<file path="src/tmb_pkg.sv">
package tmb_pkg;
	// word indices; byte address on apb is four times the index
	localparam logic [13:0] IDX_ERROR_CODE = 14'h0000;
	localparam logic [13:0] IDX_CH3_SCALING_ENABLE = 14'h02f5;
	localparam logic [13:0] IDX_CH3_SCALING_LOWER_LIMIT = 14'h02f6;
	localparam logic [13:0] IDX_CH3_SCALING_UPPER_LIMIT = 14'h02f7;
	localparam logic [13:0] IDX_CH3_SCALED_VALUE = 14'h02f8;
	localparam logic [13:0] IDX_CH4_SCALING_ENABLE = 14'h0305;
	localparam logic [13:0] IDX_CH4_SCALING_LOWER_LIMIT = 14'h0306;
	localparam logic [13:0] IDX_CH4_SCALING_UPPER_LIMIT = 14'h0307;
	localparam logic [13:0] IDX_CH4_SCALED_VALUE = 14'h0308;
	localparam logic [13:0] IDX_SENSOR_COMPENSATION_SELECT = 14'h0311;
	localparam logic [13:0] IDX_CONVERSION_DONE_FLAGS = 14'h0312;
	localparam logic [13:0] IDX_EXTENSION_BITS_MONITOR = 14'h0313;
	localparam logic [13:0] IDX_SAMPLE_PERIOD_MONITOR = 14'h0314;
	// value after reset of every area
	localparam logic [15:0] RST_WORD = 16'h0000;
	// error code reported for a restricted write in operation mode (arbitrary value)
	localparam logic [15:0] ERR_WRITE_DATA = 16'h0bad;
	localparam logic [15:0] ERR_NONE = 16'h0000;
	// backup-capable words, streamed out one per cycle
	localparam logic [2:0] BACKUP_FIRST = 3'h0;
	localparam logic [2:0] BACKUP_LAST = 3'h6;
	// automatic-setting flags per area kind; none of these areas is flagged
	localparam logic AUTO_SCALING = 1'b0;
	localparam logic AUTO_SENSOR = 1'b0;
	// width of the pin synchroniser chain
	localparam int SYNC_STAGES = 3;
	typedef enum logic [0:0] {
		BK_IDLE = 1'b0,
		BK_COPY = 1'b1
	} tmb_backup_state_t;
endpackage

</file>
<file path="src/tmb_pin_sync.sv">
`timescale 1ns/10ps
// three-stage synchroniser; output follows once stages two and three agree
module tmb_pin_sync #(
	parameter int WIDTH = 3
) (
	input wire logic clock,
	input wire logic srst,
	input wire logic [WIDTH-1:0] pinIn,
	output logic [WIDTH-1:0] pinOut
);
	logic [WIDTH-1:0] meta_q; // first stage, read only by second
	logic [WIDTH-1:0] stage2_q;
	logic [WIDTH-1:0] stage3_q;

	// shift chain
	always_ff @(posedge clock) begin
		if (srst) begin
			meta_q <= '0;
			stage2_q <= '0;
			stage3_q <= '0;
		end else begin
			meta_q <= pinIn;
			stage2_q <= meta_q;
			stage3_q <= stage2_q;
		end
	end

	// accept a bit only when the last two stages agree
	always_ff @(posedge clock) begin
		if (srst) begin
			pinOut <= '0;
		end else begin
			for (int i = 0; i < WIDTH; i++) begin
				if (stage2_q[i] == stage3_q[i]) begin
					pinOut[i] <= stage3_q[i];
				end
			end
		end
	end
endmodule

</file>
<file path="src/tmb_buffer_map.sv">
`timescale 1ns/10ps
module tmb_buffer_map (
	input wire logic clock,
	input wire logic srst,
	input wire logic psel,
	input wire logic penable,
	input wire logic pwrite,
	input wire logic [15:0] paddr,
	input wire logic [31:0] pwdata,
	input wire logic [3:0] pstrb,
	output logic [31:0] prdata,
	output logic pready,
	output logic pslverr,
	input wire logic backup_request_output,
	input wire logic apply_settings_output,
	input wire logic mode_select_output,
	input wire logic rangeChanged,
	input wire logic autoChangeEnable,
	input wire logic [15:0] process_value_ch3,
	input wire logic [15:0] process_value_ch4,
	input wire logic [15:0] conversionDoneIn,
	input wire logic [15:0] extensionBitsIn,
	input wire logic [15:0] samplePeriodIn,
	output logic nvWrValid,
	output logic [2:0] nvWrIndex,
	output logic [15:0] nvWrData,
	output logic backupBusy,
	output logic settingMode
);
	logic [2:0] pinSync; // synchronised host pins
	logic backupPin, applyPin, modePin;
	logic backupPin_q, applyPin_q; // previous samples for edges
	logic applySeenOn_q; // off then on seen in setting mode
	logic applyNow; // completion of off-on-off
	logic [1:0][15:0] enStage_q, loStage_q, upStage_q; // host-written values
	logic [1:0][15:0] enAct_q, loAct_q, upAct_q; // applied values
	logic [1:0][15:0] scaled_q; // scaled process value per channel
	logic [15:0] sensStage_q, sensAct_q;
	logic [15:0] errorCode_q;
	logic [15:0] doneFlags_q, extBits_q, samplePeriod_q;
	logic [15:0] rdWord; // decoded read data
	logic rdOnly, rdRestricted; // class of the addressed area
	logic rdMapped; // address names a listed area, not a system hole
	logic accessPhase, commitEdge, wrCommit, wrLegal;
	logic [13:0] wordIdx;
	tmb_pkg::tmb_backup_state_t bkState_q;
	logic [15:0] bkWord;
	logic [2:0] bkSel; // index of the word loaded next; while nvWrValid, data and nvWrIndex name the same word

	tmb_pin_sync #(
		.WIDTH(3)
	) uPinSync (
		.clock(clock),
		.srst(srst),
		.pinIn({mode_select_output, apply_settings_output, backup_request_output}),
		.pinOut(pinSync)
	);
	assign backupPin = pinSync[0];
	assign applyPin = pinSync[1];
	assign modePin = pinSync[2]; // high means operation mode

	// edge history of the synchronised pins
	always_ff @(posedge clock) begin
		if (srst) begin
			backupPin_q <= 1'b0;
			applyPin_q <= 1'b0;
		end else begin
			backupPin_q <= backupPin;
			applyPin_q <= applyPin;
		end
	end

	// off-on-off detector; leaving setting mode mid-pulse cancels it
	always_ff @(posedge clock) begin
		if (srst) begin
			applySeenOn_q <= 1'b0;
		end else if (modePin) begin
			applySeenOn_q <= 1'b0;
		end else if (applyPin && !applyPin_q) begin
			applySeenOn_q <= 1'b1;
		end else if (applyNow) begin
			applySeenOn_q <= 1'b0;
		end
	end
	assign applyNow = applySeenOn_q && !applyPin && applyPin_q && !modePin;

	// mode shown to the user side
	always_ff @(posedge clock) begin
		if (srst) begin
			settingMode <= 1'b1;
		end else begin
			settingMode <= !modePin;
		end
	end

	// apb phases: first access cycle prepares, second completes
	assign accessPhase = psel && penable;
	assign commitEdge = accessPhase && pready;
	assign wordIdx = paddr[15:2];

	// read decode; unmapped and system areas read zero
	always_comb begin
		rdWord = 16'h0000;
		rdOnly = 1'b1;
		rdRestricted = 1'b0;
		rdMapped = 1'b1;
		case (wordIdx)
			tmb_pkg::IDX_ERROR_CODE: begin
				rdWord = errorCode_q;
			end
			tmb_pkg::IDX_CH3_SCALING_ENABLE: begin
				rdWord = enStage_q[0];
				rdOnly = 1'b0;
				rdRestricted = 1'b1;
			end
			tmb_pkg::IDX_CH3_SCALING_LOWER_LIMIT: begin
				rdWord = loStage_q[0];
				rdOnly = 1'b0;
				rdRestricted = 1'b1;
			end
			tmb_pkg::IDX_CH3_SCALING_UPPER_LIMIT: begin
				rdWord = upStage_q[0];
				rdOnly = 1'b0;
				rdRestricted = 1'b1;
			end
			tmb_pkg::IDX_CH3_SCALED_VALUE: begin
				rdWord = scaled_q[0];
			end
			tmb_pkg::IDX_CH4_SCALING_ENABLE: begin
				rdWord = enStage_q[1];
				rdOnly = 1'b0;
				rdRestricted = 1'b1;
			end
			tmb_pkg::IDX_CH4_SCALING_LOWER_LIMIT: begin
				rdWord = loStage_q[1];
				rdOnly = 1'b0;
				rdRestricted = 1'b1;
			end
			tmb_pkg::IDX_CH4_SCALING_UPPER_LIMIT: begin
				rdWord = upStage_q[1];
				rdOnly = 1'b0;
				rdRestricted = 1'b1;
			end
			tmb_pkg::IDX_CH4_SCALED_VALUE: begin
				rdWord = scaled_q[1];
			end
			tmb_pkg::IDX_SENSOR_COMPENSATION_SELECT: begin
				rdWord = sensStage_q;
				rdOnly = 1'b0;
				rdRestricted = 1'b1;
			end
			tmb_pkg::IDX_CONVERSION_DONE_FLAGS: begin
				rdWord = doneFlags_q;
			end
			tmb_pkg::IDX_EXTENSION_BITS_MONITOR: begin
				rdWord = extBits_q;
			end
			tmb_pkg::IDX_SAMPLE_PERIOD_MONITOR: begin
				rdWord = samplePeriod_q;
			end
			default: begin
				rdWord = 16'h0000;
				rdMapped = 1'b0; // holes swallow writes silently
			end
		endcase
	end

	// a write lands only on a writable area, whole low word, in setting mode
	assign wrLegal = !rdOnly && (pstrb[1:0] == 2'h3) && !(rdRestricted && modePin);
	assign wrCommit = commitEdge && pwrite && wrLegal;

	// apb answer, registered; pready one cycle after access starts
	always_ff @(posedge clock) begin
		if (srst) begin
			pready <= 1'b0;
			prdata <= 32'h00000000;
			pslverr <= 1'b0;
		end else if (accessPhase && !pready) begin
			pready <= 1'b1;
			prdata <= pwrite ? 32'h00000000 : {16'h0000, rdWord};
			// refusal depends on the area class and the low strobes, never on the word's current value
			pslverr <= pwrite && rdMapped && (rdOnly || pstrb[1:0] != 2'h3);
		end else begin
			pready <= 1'b0;
			pslverr <= 1'b0;
		end
	end

	// host-written copies of the restricted settings
	always_ff @(posedge clock) begin
		if (srst) begin
			enStage_q <= '0;
			loStage_q <= '0;
			upStage_q <= '0;
			sensStage_q <= tmb_pkg::RST_WORD;
		end else if (wrCommit) begin
			case (wordIdx)
				tmb_pkg::IDX_CH3_SCALING_ENABLE: enStage_q[0] <= pwdata[15:0];
				tmb_pkg::IDX_CH3_SCALING_LOWER_LIMIT: loStage_q[0] <= pwdata[15:0];
				tmb_pkg::IDX_CH3_SCALING_UPPER_LIMIT: upStage_q[0] <= pwdata[15:0];
				tmb_pkg::IDX_CH4_SCALING_ENABLE: enStage_q[1] <= pwdata[15:0];
				tmb_pkg::IDX_CH4_SCALING_LOWER_LIMIT: loStage_q[1] <= pwdata[15:0];
				tmb_pkg::IDX_CH4_SCALING_UPPER_LIMIT: upStage_q[1] <= pwdata[15:0];
				tmb_pkg::IDX_SENSOR_COMPENSATION_SELECT: sensStage_q <= pwdata[15:0];
				default: begin
				end
			endcase
		end else if (rangeChanged && autoChangeEnable) begin
			// only areas flagged for automatic setting reload
			if (tmb_pkg::AUTO_SCALING) begin
				enStage_q <= '0;
				loStage_q <= '0;
				upStage_q <= '0;
			end
			if (tmb_pkg::AUTO_SENSOR) begin
				sensStage_q <= tmb_pkg::RST_WORD;
			end
		end
	end

	// applied settings; staged values only steer the logic after the pulse
	always_ff @(posedge clock) begin
		if (srst) begin
			enAct_q <= '0;
			loAct_q <= '0;
			upAct_q <= '0;
			sensAct_q <= tmb_pkg::RST_WORD;
		end else if (applyNow) begin
			enAct_q <= enStage_q;
			loAct_q <= loStage_q;
			upAct_q <= upStage_q;
			sensAct_q <= sensStage_q;
		end
	end

	// error code; sticky until reset
	always_ff @(posedge clock) begin
		if (srst) begin
			errorCode_q <= tmb_pkg::ERR_NONE;
		end else if (commitEdge && pwrite && rdRestricted && modePin) begin
			errorCode_q <= tmb_pkg::ERR_WRITE_DATA;
		end
	end

	// scaled value: lower + (upper - lower) * pv / 65536; zero when disabled
	always_ff @(posedge clock) begin
		logic signed [16:0] span;
		logic signed [33:0] prod;
		if (srst) begin
			scaled_q <= '0;
		end else begin
			for (int c = 0; c < 2; c++) begin
				span = $signed({upAct_q[c][15], upAct_q[c]}) - $signed({loAct_q[c][15], loAct_q[c]});
				prod = span * $signed({1'b0, (c == 0) ? process_value_ch3 : process_value_ch4});
				if (enAct_q[c] != 16'h0000) begin
					scaled_q[c] <= 16'(loAct_q[c] + prod[31:16]);
				end else begin
					scaled_q[c] <= 16'h0000;
				end
			end
		end
	end

	// monitor words sampled from converter logic on this clock
	always_ff @(posedge clock) begin
		if (srst) begin
			doneFlags_q <= tmb_pkg::RST_WORD;
			extBits_q <= tmb_pkg::RST_WORD;
			samplePeriod_q <= tmb_pkg::RST_WORD;
		end else begin
			doneFlags_q <= conversionDoneIn;
			extBits_q <= extensionBitsIn;
			samplePeriod_q <= samplePeriodIn;
		end
	end

	// next index to load: the data register must carry the word of the index it shows
	assign bkSel = nvWrValid ? nvWrIndex + 3'h1 : nvWrIndex;

	// backup word selected by index; monitors are never streamed
	always_comb begin
		bkWord = 16'h0000;
		case (bkSel)
			3'h0: bkWord = enAct_q[0];
			3'h1: bkWord = loAct_q[0];
			3'h2: bkWord = upAct_q[0];
			3'h3: bkWord = enAct_q[1];
			3'h4: bkWord = loAct_q[1];
			3'h5: bkWord = upAct_q[1];
			3'h6: bkWord = sensAct_q;
			default: bkWord = 16'h0000;
		endcase
	end

	// backup stream: seven words, one per cycle, on a rising request
	always_ff @(posedge clock) begin
		if (srst) begin
			bkState_q <= tmb_pkg::BK_IDLE;
			nvWrIndex <= tmb_pkg::BACKUP_FIRST;
			nvWrValid <= 1'b0;
			nvWrData <= 16'h0000;
			backupBusy <= 1'b0;
		end else begin
			case (bkState_q)
				tmb_pkg::BK_IDLE: begin
					nvWrValid <= 1'b0;
					nvWrIndex <= tmb_pkg::BACKUP_FIRST;
					if (backupPin && !backupPin_q) begin
						bkState_q <= tmb_pkg::BK_COPY;
						backupBusy <= 1'b1;
					end
				end
				tmb_pkg::BK_COPY: begin
					nvWrValid <= 1'b1;
					nvWrData <= bkWord;
					if (nvWrValid) begin
						nvWrIndex <= nvWrIndex + 3'h1;
					end
					if (nvWrValid && nvWrIndex == tmb_pkg::BACKUP_LAST - 3'h1) begin
						bkState_q <= tmb_pkg::BK_IDLE;
						backupBusy <= 1'b0;
					end
				end
				default: begin
					bkState_q <= tmb_pkg::BK_IDLE;
				end
			endcase
		end
	end

	ro_write_ignored_a: assert property (@(posedge clock) disable iff (srst)
		commitEdge && pwrite && wordIdx == tmb_pkg::IDX_CH3_SCALED_VALUE |=> $stable(enStage_q))
		else $error("read-only write changed settings");
	op_mode_error_a: assert property (@(posedge clock) disable iff (srst)
		commitEdge && pwrite && rdRestricted && modePin |=> errorCode_q == tmb_pkg::ERR_WRITE_DATA)
		else $error("operation-mode write did not raise error");
	op_mode_blocked_a: assert property (@(posedge clock) disable iff (srst)
		commitEdge && pwrite && rdRestricted && modePin |=> $stable(enStage_q) && $stable(sensStage_q))
		else $error("operation-mode write was stored");
	apply_copies_a: assert property (@(posedge clock) disable iff (srst)
		applyNow |=> enAct_q == $past(enStage_q) && sensAct_q == $past(sensStage_q))
		else $error("apply pulse did not copy settings");
	no_apply_hold_a: assert property (@(posedge clock) disable iff (srst)
		!applyNow |=> $stable(loAct_q) && $stable(upAct_q))
		else $error("applied limits changed without pulse");
	backup_starts_a: assert property (@(posedge clock) disable iff (srst)
		bkState_q == tmb_pkg::BK_IDLE && backupPin && !backupPin_q |=> ##[1:2] nvWrValid && nvWrIndex == 3'h0)
		else $error("backup did not start");
	system_read_zero_a: assert property (@(posedge clock) disable iff (srst)
		accessPhase && !pready && !pwrite && wordIdx == 14'h0315 |=> prdata == 32'h00000000)
		else $error("system area read not zero");
	upper_half_zero_a: assert property (@(posedge clock) disable iff (srst)
		pready |-> prdata[31:16] == 16'h0000)
		else $error("upper half of read data not zero");
	answer_timing_a: assert property (@(posedge clock) disable iff (srst)
		accessPhase && !pready |=> pready ##1 !pready)
		else $error("apb answer not one cycle");
	disabled_zero_a: assert property (@(posedge clock) disable iff (srst)
		enAct_q[0] == 16'h0000 |=> scaled_q[0] == 16'h0000)
		else $error("disabled channel scaled value nonzero");
	monitor_follow_a: assert property (@(posedge clock) disable iff (srst)
		1'b1 |=> doneFlags_q == $past(conversionDoneIn))
		else $error("done flags not following converter");
endmodule

</file>
<file path="config.mk">
export PLATFORM = sky130hd
export DESIGN_NAME = tmb_buffer_map
export DESIGN_NICKNAME = d
export VERILOG_FILES = /design/src/tmb_pkg.sv /design/src/tmb_pin_sync.sv /design/src/tmb_buffer_map.sv
export SDC_FILE = /design/constraint.sdc
export NUM_CORES = 2
export LEC_CHECK = 0
export BUFFER_PORTS_ARGS = -buffer_cell sky130_fd_sc_hd__clkbuf_2
export CAP_MARGIN = 20
export CELL_PAD_IN_SITES_DETAIL_PLACEMENT = 1
export CELL_PAD_IN_SITES_GLOBAL_PLACEMENT = 1
export CORE_ASPECT_RATIO = 1.2
export CORE_MARGIN = 1
export CORE_UTILIZATION = 40
export DETAILED_ROUTE_END_ITERATION = 10
export GPL_TIMING_DRIVEN = 0
export PLACE_DENSITY_LB_ADDON = 0.1
export SETUP_SLACK_MARGIN = 0.05
export SLEW_MARGIN = 30
export SYNTH_ARGS = -nofsm -noshare
export SYNTH_HDL_FRONTEND = slang
export SYNTH_SLANG_ARGS = --single-unit
</file>
<file path="constraint.sdc">
create_clock -name clock -period 12.6 [get_ports clock]
set_input_delay 0 -clock clock [delete_from_list [all_inputs] [get_ports clock]]
set_output_delay 0 -clock clock [all_outputs]
set_load 0.02 [all_outputs]
</file>
# Yosys cells after proc, flatten, opt, wreduce, memory -nomap -nowiden
# Cells that the tools add are included.
[op_classes] addsub=5 reduce_logical=44 multipliers=2 n_bitwise=4 muxes=18 eq_ne=26
[op_table] operator="16-bit case mux with 13 select lines" count=1
[op_table] operator="14-bit by 10-bit equality test with 1-bit output (second input constant)" count=12
[op_table] operator="16-bit case mux with 7 select lines" count=1
[op_table] operator="17-bit by 17-bit multiplier with 32-bit output" count=2
[op_table] operator="16-bit by 16-bit subtractor with 17-bit output" count=2
[op_table] operator="16-bit adder" count=2
[op_table] operator="16-bit nonzero test" count=2
[op_table] operator="1-bit logical AND" count=18
[op_table] operator="16-bit 2-to-1 mux" count=1
[op_table] operator="2-bit AND reduction" count=8
[op_table] operator="14-bit logical NOT" count=1
[op_table] operator="13-bit OR reduction" count=1
[op_table] operator="3-bit equality test (second input constant)" count=4
[op_table] operator="1-bit 2-to-1 mux" count=10
[op_table] operator="2-bit OR reduction" count=4
[op_table] operator="7-bit OR reduction" count=1
[op_table] operator="3-bit by 2-bit equality test with 1-bit output (second input constant)" count=2
[op_table] operator="1-bit logical NOT" count=6
[op_table] operator="1-bit case mux with 2 select lines" count=3
[op_table] operator="3-bit case mux with 2 select lines" count=1
[op_table] operator="2-bit != test (second input constant)" count=2
[op_table] operator="1-bit inverter" count=4
[op_table] operator="3-bit by 1-bit adder with 3-bit output (second input constant)" count=1
[op_table] operator="1-bit equality test" count=3
[op_table] operator="7 further kinds" count=7
[word_totals] out_inout_bits=56 in_bits=142 reg_bits=377 elab_cells=137

# Logic depth before layout (Yosys ltp)
[logic_depth] ltp_word=8 mapped_depth=43 depth_no_buf=43

# Hierarchy
# From an unflattened synthesis, not the netlist that was laid out.
[unflattened] hier_cells=4233 area_unflattened_um2=36242.3
[modules_own_cells] mod="tmb_buffer_map" seq_area_each_um2=6986.7 cells_each=4202 area_per_inst_um2=35854.4 n_inst=1
[modules_own_cells] mod="tmb_pin_sync" seq_area_each_um2=240.2 cells_each=31 area_per_inst_um2=387.9 n_inst=1

# Least setup slack after synthesis
# Ideal clock, no wire load.
[synth_timing] path_type="flip-flop to flip-flop" start="reg loAct_q[1] in the netlist's numbering" end="reg scaled_q[15] in the netlist's numbering" t_required_ps=12480 path_stages_with_launch=43 setup_ps=120 setup_slack_ps=3387 n_path_buf=2 synth_period_minus_slack_ps=9213 arrival_ps=9093 cell_sequence="dfxtp_1 -> inv_1 -> ha_1 -> nor2b_1 -> o21ai_2 -> a21boi_1 -> o21ai_2 -> a211oi_1 -> a311o_1 -> a21oi_2 -> mux2i_1 -> or4_1 -> buf_2 -> buf_6 -> and2_1 -> fa_1 -> inv_1 -> fa_1 -> (+7 left out) -> ha_1 -> a21o_1 -> a21o_1 -> a221o_1 -> a31oi_1 -> nor2b_1 -> o21ai_0 -> nand2b_1 -> xor2_1 -> ha_1 -> and2_1 -> o211ai_1 -> o211ai_1 -> a21o_1 -> a21oi_1 -> o21ai_0 -> xnor2_1 -> nor2_1"
[synth_between] elab_chain_cells=3
[synth_rtl] element="start, declared" line_no="tmb_buffer_map.sv:36" text="logic [1:0][15:0] enAct_q, loAct_q, upAct_q;"
[synth_rtl] element="start signal, assigned" line_no="tmb_buffer_map.sv:230" text="loAct_q <= loStage_q;"
[synth_rtl] element="16-bit by 16-bit subtractor with 17-bit output" line_no="tmb_buffer_map.sv:253" text="span = $signed({upAct_q[c][15], upAct_q[c]}) - $signed({loAct_q[c][15], loAct_q[c]});"
[synth_rtl] element="17-bit by 17-bit multiplier with 32-bit output" line_no="tmb_buffer_map.sv:254" text="prod = span * $signed({1'b0, (c == 0) ? process_value_ch3 : process_value_ch4});"
[synth_rtl] element="16-bit adder *" line_no="tmb_buffer_map.sv:256" text="scaled_q[c] <= 16'(loAct_q[c] + prod[31:16]);"
[synth_rtl] element="end signal, assigned by index" line_no="tmb_buffer_map.sv:256"
[synth_rtl] element="end, declared" line_no="tmb_buffer_map.sv:37" text="logic [1:0][15:0] scaled_q;"
# Mark *: on every way between the ends. The rest lies on a longest branch, timed or not.
# A chain may end at the register's enable or synchronous reset.

# Worst setup path in the final report
# Ends and elaborated chain as after synthesis.

==> results.json <==
{
  "path_class": "reg -> reg",
  "cts_tree": "done",
  "hp-class": "in -> reg",
  "die_height_um": 332,
  "die_x_um": 277,
  "whs_path_depth": 3,
  "ios": 198,
  "htree_levels": 2,
  "hold_viol": 0,
  "crit_top_cell": "fa_1",
  "cpMaxStageDelayCell": "xnor2_1",
  "grt_pass1_vias": 31601,
  "grt_pass1_wl_mm": 199,
  "synth_cells": 4137,
  "place_hpwl_mm": 110,
  "use_met1_pct": 37.4,
  "ys_seq_area_share_pct": 20.0,
  "cts_setup_buffers": 0,
  "drtPass1Iterations": 6,
  "clk_pin_slew_ps": 70,
  "timing.final.setup_violations": 0,
  "nets": 5325,
  "postSynth.asyncResetShare_pct": 0,
  "synth_warnings": 0,
  "slowest_delay_ps": 670,
  "synthFlopType": "dfxtp_1",
  "drc": 0,
  "area_growth_pct": 12.2,
  "cts_sinks": 361,
  "arrival_ps": 11540,
  "grt_use_total_pct": 29.0,
  "min_from": "srst",
  "initial_utilization_pct": 40.4,
  "peakVddDrop_v": 0.0000980,
  "grt_max_degree": 15,
  "p_leak_uw": 0.0188,
  "ctsRootBufferMaster": "clkbuf_16",
  "top_usage_layer": "met2",
  "min_to": "scaled_q[20]",
  "final_common_cell": "inv_1",
  "nFillCells": 10599,
  "ys_seq_elements": 361,
  "gp_congestion": 0.929,
  "layout_common_cells": "inv_1 (700), nand2_1 (660), fa_1 (534)",
  "crit_fanout": 10,
  "slew_violations": 0,
  "synth_cell_type_count": 81,
  "routed_wl_mm": 132,
  "cts_buffers": 38,
  "worst_slew_pin_slew_ps": 1050,
  "whs_ps": 98.4,
  "dr.first_iter.drc_count": 1766,
  "status": "completed",
  "reg2reg_depth": 40,
  "max_freq_mhz": 90.2,
  "max-cap-violations": 0,
  "setup-tns-final_ps": 0,
  "syn_area_um2": 36200,
  "crit_path_start_kind": "register",
  "routed_via_density": 5.22,
  "post_drt_wl_per_cell_um": 23.5,
  "clock_latency_ps": 580,
  "ant_nets": 0,
  "gr-usage-met3_pct": 2.32,
  "required_ps": 13050,
  "die-area_um2": 91700,
  "timing.final.crit_share_pct": 88.0,
  "rsz0062_at_grt": "false",
  "use_met2_pct": 49.9,
  "avgSynthCellArea_um2": 8.75,
  "drive_gt1_share_pct": 6.68,
  "layout.cells.non_filler": 5608,
  "rows": 120,
  "clockBufferDepth": 3,
  "endpoint_kind": "register",
  "worst-r2r-setup-slack_ps": 1510,
  "grt-ovfl-total": 0,
  "power.density_nw_per_um2": 62.1,
  "port_buffers": 155,
  "vias": 29274,
  "r2r_end": "scaled_q[15]",
  "slew_headroom_pct": 29.7,
  "synth_edf_count": 0,
  "coreArea_um2": 89500,
  "fin_worst_skew_ps": 28.8,
  "reg2reg_from": "loAct_q[1]",
  "dpl.cell_count": 5467,
  "min_period_ps": 11090,
  "antenna_found_initial": 0
}
[timing repair]
item                       4_1_cts  5_1_grt
setup endpoints to repair        0        0
hold endpoints to repair       171        0
hold buffers                    71        0
gates resized for setup          0        0
[synthesized netlist by cell type, drive strengths merged, types with 12 or more instances]
| cell type | n | area share [%] |
|---|---|---|
| inv | 700 | 7.3 |
| nand2 | 661 | 6.9 |
| fa | 534 | 30 |
| dfxtp | 361 | 20 |
| a21oi | 249 | 3.5 |
| ha | 230 | 8.0 |
| nor2 | 225 | 2.3 |
| and2 | 206 | 3.6 |
| clkbuf | 162 | 1.7 |
| nor2b | 120 | 2.1 |
| mux2i | 115 | 3.2 |
| xnor2 | 75 | 1.8 |
| o21ai | 48 | 0.68 |
| nand2b | 42 | 0.73 |
| nor3 | 38 | 0.63 |
| buf | 35 | 0.67 |
| xor2 | 29 | 0.70 |
| a22oi | 27 | 0.56 |
| a21o | 26 | 0.54 |
| nand4 | 24 | 0.43 |
| nand3 | 21 | 0.29 |
| a221oi | 19 | 0.46 |
| o211ai | 19 | 0.39 |
| nor4 | 17 | 0.34 |
| o21a | 16 | 0.33 |
| a22o | 15 | 0.36 |
| a222oi | 12 | 0.33 |
[cell families after synthesis]
family                   share of synthesized area, %
AO/OA/AOI/OAI                                    8.47
XOR/XNOR                                         2.58
adder cells (fa/ha/maj)                          37.5
buffers and inverters                            9.61
flip-flops                                       20.0
multiplexers                                     3.93
other                                          0.0104
AND/OR/NAND/NOR                                  17.9
[critical path, delay by kind of cell, from the launching register on]
kind | cells | cell delay, ps
AOI/OAI and AO/OA | 17 | 3430
adders and majority gates | 9 | 4110
DFF | 1 | 530
and+or+nand+nor | 6 | 780
buffers and inverters | 5 | 900
xor gates and xnor gates | 3 | 1190
[per-stage QoR]
stage               instance area [um^2]  setup slack [ps]  utilization [%]  power (uW)
CTS                                40600              1340             45.4        2530
detailed placement                 38500              1410             43.1        1310
global placement                   38500              1600             43.0        1310
finish                             40600              1510             45.4        2520
global route                       40600               808             45.4        2590
floorplan                          36200              3390                -        1230
[metal layers]
metal	up-vias	part of all wire [%]	wire, um
li1	13433	-	-
met2	792	49	64000
met4	0	4.8	6280
met5	-	0	0
met3	207	3.8	4970
met1	14842	43	56500
[power breakdown]
| part | internal (uW) | switching [uW] | total, uW |
|---|---|---|---|
| Clock | 709 | 508 | 1220 |
| Sequential | 1150 | 3.90 | 1150 |
| Combinational | 47.3 | 104 | 151 |
| Total | 1910 | 616 | 2520 |
[area by class of cell]
cell class	instances	area (um^2)	area share, %
antenna	1	2.50	0.00616
clock buffer	53	1080	2.65
timing repair buffer	227	1490	3.68
clock inverter	16	258	0.634
inverter	700	2630	6.47
buffer	197	852	2.10
multi-input combinational	2894	25600	63.1
tap	1159	1450	3.57
sequential	361	7230	17.8
[flip-flops by register name, indices dropped and copies added, names as in the netlist, 3 cells and up]
signal / cells
enAct_q: 32
enStage_q: 32
loAct_q: 32
loStage_q: 32
scaled_q: 32
upAct_q: 32
upStage_q: 32
doneFlags_q: 16
extBits_q: 16
nvWrData: 16
prdata: 16
samplePeriod_q: 16
sensAct_q: 16
sensStage_q: 16
nvWrIndex: 3
uPinSync.meta_q: 3
uPinSync.pinOut: 3
uPinSync.stage2_q: 3
uPinSync.stage3_q: 3
[worst max-delay path by stage]
stage,startpoint,endpoint,slack [ps],cells after the start
2_1_floorplan,loAct_q[1],scaled_q[15],3390,42
3_3_place_gp,loAct_q[17],scaled_q[31],1600,39
6_report,loAct_q[1],scaled_q[15],1510,40
5_1_grt,loAct_q[17],scaled_q[31],810,42
4_1_cts,loAct_q[17],scaled_q[31],1340,39
3_5_place_dp,loAct_q[17],scaled_q[31],1410,39
(Power assumes the default switching activity.)
